$ cat config.mk
export PLATFORM = sky130hd
export DESIGN_NAME = ivs_vector_select
export DESIGN_NICKNAME = d
export VERILOG_FILES = /design/src/common/ivs_pkg.sv /design/src/logic/ivs_arbiter.sv /design/src/logic/ivs_vector_select.sv
export SDC_FILE = /design/constraint.sdc
export NUM_CORES = 2
export LEC_CHECK = 0
export BUFFER_PORTS_ARGS = -buffer_cell sky130_fd_sc_hd__buf_2
export CORE_UTILIZATION = 61
export DETAILED_ROUTE_END_ITERATION = 12
export GPL_ROUTABILITY_DRIVEN = 0
export PLACE_DENSITY = 0.88
export SYNTH_ARGS = -nofsm -noshare
export SYNTH_HDL_FRONTEND = slang
export SYNTH_SLANG_ARGS = --single-unit
export TNS_END_PERCENT = 1
$ cat constraint.sdc
create_clock -name SYS_CLK -period 617.8 [get_ports SYS_CLK]
set_input_delay 154.45 -clock SYS_CLK [delete_from_list [all_inputs] [get_ports SYS_CLK]]
set_output_delay 154.45 -clock SYS_CLK [all_outputs]
set_load 0.01 [all_outputs]
$ cat src/common/ivs_pkg.sv
// constants, tables and helpers for the interrupt vector select block
// ****************************************************************
// ****************************************************************
package ivs_pkg;

   // ****************************************************************
   // table geometry
   // ****************************************************************
   localparam int          NUM_VECTORS   = 126;
   localparam int          NUM_TRAPS     = 8;
   localparam int          NUM_USER      = 118;
   localparam int          VEC_W         = 7;
   localparam int          ADDR_W        = 24;
   localparam int          LVL_W         = 4;
   localparam int          UPRIO_W       = 3;
   localparam logic [23:0] PRIMARY_BASE  = 24'h000004;
   localparam logic [23:0] ALTERNATE_BASE = 24'h000104;
   localparam logic [23:0] RESET_ADDR    = 24'h000000;
   localparam int          ALT_SEL_BIT   = 15;

   // ****************************************************************
   // priority levels
   // ****************************************************************
   localparam logic [3:0]  TRAP_TOP_LEVEL  = 4'hf;
   localparam logic [3:0]  TRAP_MIN_LEVEL  = 4'h8;
   localparam logic [3:0]  LEVEL_NONE      = 4'h0;

   // ****************************************************************
   // fixed latencies, in core clock cycles
   // ****************************************************************
   localparam logic [2:0]  ENTRY_LAT_CYC   = 3'h4;
   localparam logic [2:0]  RETURN_LAT_CYC  = 3'h3;

   // nesting stack holds one slot per level above zero
   localparam int          STACK_DEPTH     = 15;
   localparam logic [3:0]  STACK_FULL      = 4'hf;

   // traps carry fixed levels, vector 0 the highest
   function automatic logic [3:0] trap_level(input logic [6:0] vec);
      trap_level = TRAP_TOP_LEVEL - vec[3:0];
   endfunction : trap_level

   // base plus two words per vector
   function automatic logic [23:0] vector_addr(input logic       alt,
                                               input logic [6:0] vec);
      logic [23:0] base;
      base = alt ? ALTERNATE_BASE : PRIMARY_BASE;
      vector_addr = base + {16'h0000, vec, 1'b0};
   endfunction : vector_addr

endpackage : ivs_pkg

$ cat src/logic/ivs_arbiter.sv
// combinational winner search over all vector sources
`timescale 1ns/1ps
`default_nettype none
module ivs_arbiter (
   // requests and priorities
   input  wire logic [125:0] req,
   input  wire logic [353:0] user_prio,
   // threshold
   input  wire logic [3:0]   threshold,
   // winner
   output logic              found,
   output logic [6:0]        win_vec,
   output logic [3:0]        win_lvl
);

   // ****************************************************************
   // search
   // ****************************************************************
   // scanning from the top with >= lets the lowest vector win a tie
   always_comb begin
      logic [3:0] lvl;
      lvl     = ivs_pkg::LEVEL_NONE;
      found   = 1'b0;
      win_vec = '0;
      win_lvl = ivs_pkg::LEVEL_NONE;
      for (int i = ivs_pkg::NUM_VECTORS - 1; i >= 0; i--) begin
         if (i < ivs_pkg::NUM_TRAPS) begin
            lvl = ivs_pkg::trap_level(7'(i));
         end else begin
            lvl = {1'b0, user_prio[(i - ivs_pkg::NUM_TRAPS) *
                                   ivs_pkg::UPRIO_W +:
                                   ivs_pkg::UPRIO_W]};
         end
         // zero priority can never beat any threshold
         if (req[i] && (lvl > threshold) && (lvl >= win_lvl)) begin
            found   = 1'b1;
            win_vec = 7'(i);
            win_lvl = lvl;
         end
      end
   end

endmodule : ivs_arbiter
`default_nettype wire

$ cat src/logic/ivs_vector_select.sv
// interrupt request funnel and vector address selection
`timescale 1ns/1ps
`default_nettype none
module ivs_vector_select (
   // clock and reset
   input  wire logic         SYS_CLK,
   input  wire logic         RST,
   // source requests, vectors 0..7 are traps
   input  wire logic [125:0] SRC_REQ,
   // user priority, three bits per maskable source from vector 8
   input  wire logic [353:0] SRC_PRIO,
   // core side
   input  wire logic [3:0]   CORE_PRIORITY_LEVEL,
   input  wire logic         ALT_TABLE_SELECT,
   input  wire logic         CORE_ACK,
   input  wire logic         SERVICE_RETURN,
   // request toward the core
   output logic              IRQ,
   output logic [6:0]        VECTOR_NUM,
   output logic [3:0]        REQ_LEVEL,
   output logic [23:0]       VECTOR_ADDR,
   // service progress
   output logic              ENTRY_DONE,
   output logic              RETURN_DONE,
   output logic              TRAP_ACTIVE,
   output logic [3:0]        ACTIVE_LEVEL,
   output logic [3:0]        NEST_DEPTH
);

   // ****************************************************************
   // state
   // ****************************************************************
   typedef enum logic [1:0] {
      IVS_IDLE,
      IVS_PRESENT,
      IVS_ENTRY
   } ivs_mode_e;

   typedef struct packed {
      ivs_mode_e        mode;
      logic             irq;
      logic [6:0]       vec;
      logic [3:0]       lvl;
      logic [23:0]      addr;
      logic [2:0]       entry_cnt;
      logic             entry_done;
      logic             ret_busy;
      logic [2:0]       ret_cnt;
      logic             ret_done;
      logic [ivs_pkg::STACK_DEPTH-1:0][3:0] stack;
      logic [3:0]       depth;
      logic [3:0]       active;
      logic             trap_active;
   } ivs_state_s;

   ivs_state_s state_reg;
   ivs_state_s state_next;

   // ****************************************************************
   // arbitration
   // ****************************************************************
   logic       win_found;
   logic [6:0] win_vec;
   logic [3:0] win_lvl;
   logic [3:0] threshold;

   // a source equal to the one in service must wait, whatever its rank
   always_comb begin
      if ((state_reg.depth != 4'h0) &&
          (state_reg.active > CORE_PRIORITY_LEVEL)) begin
         threshold = state_reg.active;
      end else begin
         threshold = CORE_PRIORITY_LEVEL;
      end
   end

   ivs_arbiter u_arbiter (
      .req       (SRC_REQ),
      .user_prio (SRC_PRIO),
      .threshold (threshold),
      .found     (win_found),
      .win_vec   (win_vec),
      .win_lvl   (win_lvl)
   );

   // ****************************************************************
   // next state
   // ****************************************************************
   always_comb begin
      logic       pushing;
      logic       popping;
      logic [3:0] new_depth;
      pushing    = 1'b0;
      popping    = 1'b0;
      new_depth  = state_reg.depth;
      state_next = state_reg;
      state_next.entry_done = 1'b0;
      state_next.ret_done   = 1'b0;

      unique case (state_reg.mode)
         IVS_IDLE: begin
            if (win_found) begin
               state_next.mode = IVS_PRESENT;
               state_next.irq  = 1'b1;
               state_next.vec  = win_vec;
               state_next.lvl  = win_lvl;
               state_next.addr = ivs_pkg::vector_addr(ALT_TABLE_SELECT,
                                                      win_vec);
            end
         end
         IVS_PRESENT: begin
            if (CORE_ACK) begin
               // the core has taken the presented vector; freeze it
               state_next.mode      = IVS_ENTRY;
               state_next.irq       = 1'b0;
               state_next.entry_cnt = ivs_pkg::ENTRY_LAT_CYC;
               state_next.addr = ivs_pkg::vector_addr(ALT_TABLE_SELECT,
                                                      state_reg.vec);
            end else if (!win_found) begin
               // request withdrawn before the core took it
               state_next.mode = IVS_IDLE;
               state_next.irq  = 1'b0;
            end else if (win_lvl > state_reg.lvl) begin
               // only a strictly higher level may displace the offer
               state_next.vec  = win_vec;
               state_next.lvl  = win_lvl;
               state_next.addr = ivs_pkg::vector_addr(ALT_TABLE_SELECT,
                                                      win_vec);
            end else begin
               state_next.addr = ivs_pkg::vector_addr(ALT_TABLE_SELECT,
                                                      state_reg.vec);
            end
         end
         IVS_ENTRY: begin
            if (state_reg.entry_cnt == 3'h1) begin
               state_next.mode       = IVS_IDLE;
               state_next.entry_cnt  = 3'h0;
               state_next.entry_done = 1'b1;
               pushing               = 1'b1;
            end else begin
               state_next.entry_cnt = state_reg.entry_cnt - 3'h1;
            end
         end
      endcase

      // ****************************************************************
      // return path, same length for every source
      // ****************************************************************
      if (state_reg.ret_busy) begin
         if (state_reg.ret_cnt == 3'h1) begin
            state_next.ret_busy = 1'b0;
            state_next.ret_cnt  = 3'h0;
            state_next.ret_done = 1'b1;
            popping             = 1'b1;
         end else begin
            state_next.ret_cnt = state_reg.ret_cnt - 3'h1;
         end
      end else if (SERVICE_RETURN && (state_reg.depth != 4'h0)) begin
         state_next.ret_busy = 1'b1;
         state_next.ret_cnt  = ivs_pkg::RETURN_LAT_CYC;
      end

      // ****************************************************************
      // nesting stack of levels in service
      // ****************************************************************
      // push and pop in one cycle cancel: top swaps, depth holds
      if (pushing && popping) begin
         if (state_reg.depth != 4'h0) begin
            state_next.stack[state_reg.depth - 4'h1] = state_reg.lvl;
         end
      end else if (pushing) begin
         // a push onto a full stack cannot occur: each level nests at most once
         if (state_reg.depth != ivs_pkg::STACK_FULL) begin
            state_next.stack[state_reg.depth] = state_reg.lvl;
            new_depth = state_reg.depth + 4'h1;
         end
      end else if (popping) begin
         new_depth = state_reg.depth - 4'h1;
      end
      state_next.depth = new_depth;

      if (new_depth == 4'h0) begin
         state_next.active      = ivs_pkg::LEVEL_NONE;
         state_next.trap_active = 1'b0;
      end else begin
         state_next.active = state_next.stack[new_depth - 4'h1];
         state_next.trap_active =
            (state_next.stack[new_depth - 4'h1] >= ivs_pkg::TRAP_MIN_LEVEL);
      end
   end

   // ****************************************************************
   // registers
   // ****************************************************************
   // reset clears all state; nothing is fetched and no request leaves
   always_ff @(posedge SYS_CLK) begin
      if (RST) begin
         state_reg <= '0;
      end else begin
         state_reg <= state_next;
      end
   end

   // ****************************************************************
   // outputs, straight from the state register
   // ****************************************************************
   assign IRQ          = state_reg.irq;
   assign VECTOR_NUM   = state_reg.vec;
   assign REQ_LEVEL    = state_reg.lvl;
   assign VECTOR_ADDR  = state_reg.addr;
   assign ENTRY_DONE   = state_reg.entry_done;
   assign RETURN_DONE  = state_reg.ret_done;
   assign TRAP_ACTIVE  = state_reg.trap_active;
   assign ACTIVE_LEVEL = state_reg.active;
   assign NEST_DEPTH   = state_reg.depth;

endmodule : ivs_vector_select
`default_nettype wire

==> run summary <==
Crit path arrival time - 336.17 ns
PortBufs - 520
antenna viol nets, final - 0
post_cts resized - 0
setup bufs post-CTS - 0
Worst VDD drop - 0.00203 mV
CTS tree - built
Die ar. - 0.0526 mm^2
Hold Crit Class - flop to flop
Wirelength per Cell - 18.2 um
Die X - 229 um
mean post-synth cell area - 6.87 um^2
first-pass detailed-route iteration total - 8
GRT met3 Usage - 8.42%
count leader, synth - nand2_1
Worst-path clk slew - 0.07 ns
# setup viols final - 0
post-synth top area cell - ha_1
initial antenna violation count - 74
R2R Path Start - NEST_DEPTH[1]$_SDFF_PP0_
Most Used Layer, Global Route - met2
Critical Path RT - 618.00 ns
worst-skew pair later-pin latency - 0.35 ns
GRT Resource Usage Total - 37.7%
top cells by instance count after synthesis - 690 x nand2_1, 397 x nor2_1, 394 x ha_1
RSZ-0062 raised after global routing - no
Critical Path Slowest Stage Cell - a311oi_1
Post-Syn Instances - 4,585
met2 track demand over resource - 62.8%
Layout area overhead - 10.2%
register bit total from synthesis - 101
CTS Root Cell - clkbuf_16
cts hold-fix bufs - 0
worst setup path startpoint - CORE_PRIORITY_LEVEL[1]
final hold violations - 0
Critical Path Sink Type - flop
DRT iter0 DRCs - 2,959
core box area - 0.0506 mm^2
Worst setup SP type - input port
first-pass GRT wire length - 167,000 um
via count - 37.1k
crit-path max cell delay - 0.93 ns
Num Clock Sinks - 101
CTS Buf Count - 9
number of synthesized flops with an enable pin - 0
Layout Nets - 5,869
GR Util met1 - 44.9%
vias in the first global route - 34.1k
Yosys top cell area share - 15.6%
Worst slew margin - 24.0%
CP max FO - 57
FMAX - 0.00298 GHz
Post-Route WL - 104,000 um
starting density of the core - 62.3%
Area contributors post-synth - ha_1 16%, nand2_1 8.2%, dfxtp_1 6.4%
P per Cell Area - 2.49 mW/mm^2
CP Class - input port to flop
overall power - 0.0863 mW
Primary FF master, synth - dfxtp_1
status - finished clean
hpwl dp - 82,900 um
H-tree Lvls - 3
Cell variety after synth - 157
Yosys warnings - 0
die height - 229 um
WHS Path Cells - 2
ratio of cells with drive above 1 in the final layout - 15.3%
CP most frequent cell - ha_1
asr flop ratio synth - 0%
row count - 82
largest net degree at the start of global routing - 96
min-delay src - VECTOR_ADDR[6]$_SDFFE_PP0P_
Via density - 6.47
max_cap viols - 0
fin crit share - 54.4%
Clock Skews - 0.00665 ns
setup TNS - 0 ns
final worst path period need - 335.97 ns
Slew Viols, Final - 0
Seq/Total Area, Yosys - 6.42%
R2R cell count - 799
drc violations - 0
gr ovfl total - 0
Worst Max-Slew Pin Slew - 1.13 ns
maximum buffer depth of the clock tree - 2
Pleak - 15.7 nW
synthesized area - 0.0315 mm^2
max reg flops - 69
Ports - 536
[report_power, final]
| part | internal, mW | switching, mW | leakage [nW] |
|---|---|---|---|
| Combinational | 0.0316 | 0.0419 | 14.7 |
| Sequential | 0.00675 | 0.000326 | 0.817 |
| Clock | 0.00322 | 0.00245 | 0.146 |
[kinds of logic (layout without fill, tap and decap cells)]
kind of cell	count (synthesis)	in the layout	share of synthesized area [%]
compound gates	1479	1479	33.2
xor+xnor	124	124	3.45
fa+ha+maj	511	511	19.4
buf+inv	471	862	6.61
flops	101	101	6.42
mux	120	120	4.17
other cells	1	77	0.0119
simple gates	1778	1778	26.8
[cells in the final DEF (no fill, tap or decap), drive strengths merged, types with 120 or more instances in the layout]
master / Yosys / final
nor2: 400 / 400
a311oi: 121 / 121
and2: 122 / 122
inv: 310 / 310
xnor2: 120 / 120
nand2: 691 / 691
buf: 95 / 537
ha: 394 / 394
o21ai: 307 / 307
a21oi: 322 / 322
[critical path, delay by kind of cell]
kind            cells  cell delay (ns)
compound gates    315            70.30
mux                58            21.42
buf+inv            26             2.21
fa+ha+maj         253            76.77
simple gates      300            46.82
[final timing paths]
path                                                     to  slack, ns
worst max-delay path             VECTOR_NUM[2]$_SDFFE_PP0P_     281.83
worst min-delay path            VECTOR_ADDR[6]$_SDFFE_PP0P_       0.46
worst max register to register   VECTOR_NUM[2]$_SDFFE_PP0P_     435.23
worst min register to register  VECTOR_ADDR[6]$_SDFFE_PP0P_       0.46
[through the flow]
step                      area, um^2  utilization, %  instances  hold slack (ns)  setup WS, ns
after detailed placement       34300            67.8       5647            0.447        284.57
after global routing           34700            68.6       5710            0.494        269.78
after CTS                      34600            68.3       5662            0.458        284.50
after global placement         34300            67.8       5647            0.442        289.16
final                          34700            68.7       5724            0.461        281.83
after floorplan                31600               -       4599            0.432        297.32
[cell type report]
cell class | count | area (um^2)
inverters | 310 | 1160
repair buffers | 537 | 2760
fillers | 4364 | 15900
clock buffers | 11 | 243
clock inverters | 4 | 48.8
multi-input cells | 4027 | 27500
diodes | 62 | 155
well taps | 672 | 841
flip-flops and latches | 101 | 2020
[layer usage]
layer / vias to the layer above / routed length, um
met2: 1773 / 47100
met1: 17000 / 42000
li1: 17800 / -
met5: - / 278
met4: 42 / 5440
met3: 398 / 9310
Note: power is estimated with default switching activity, not from simulation.
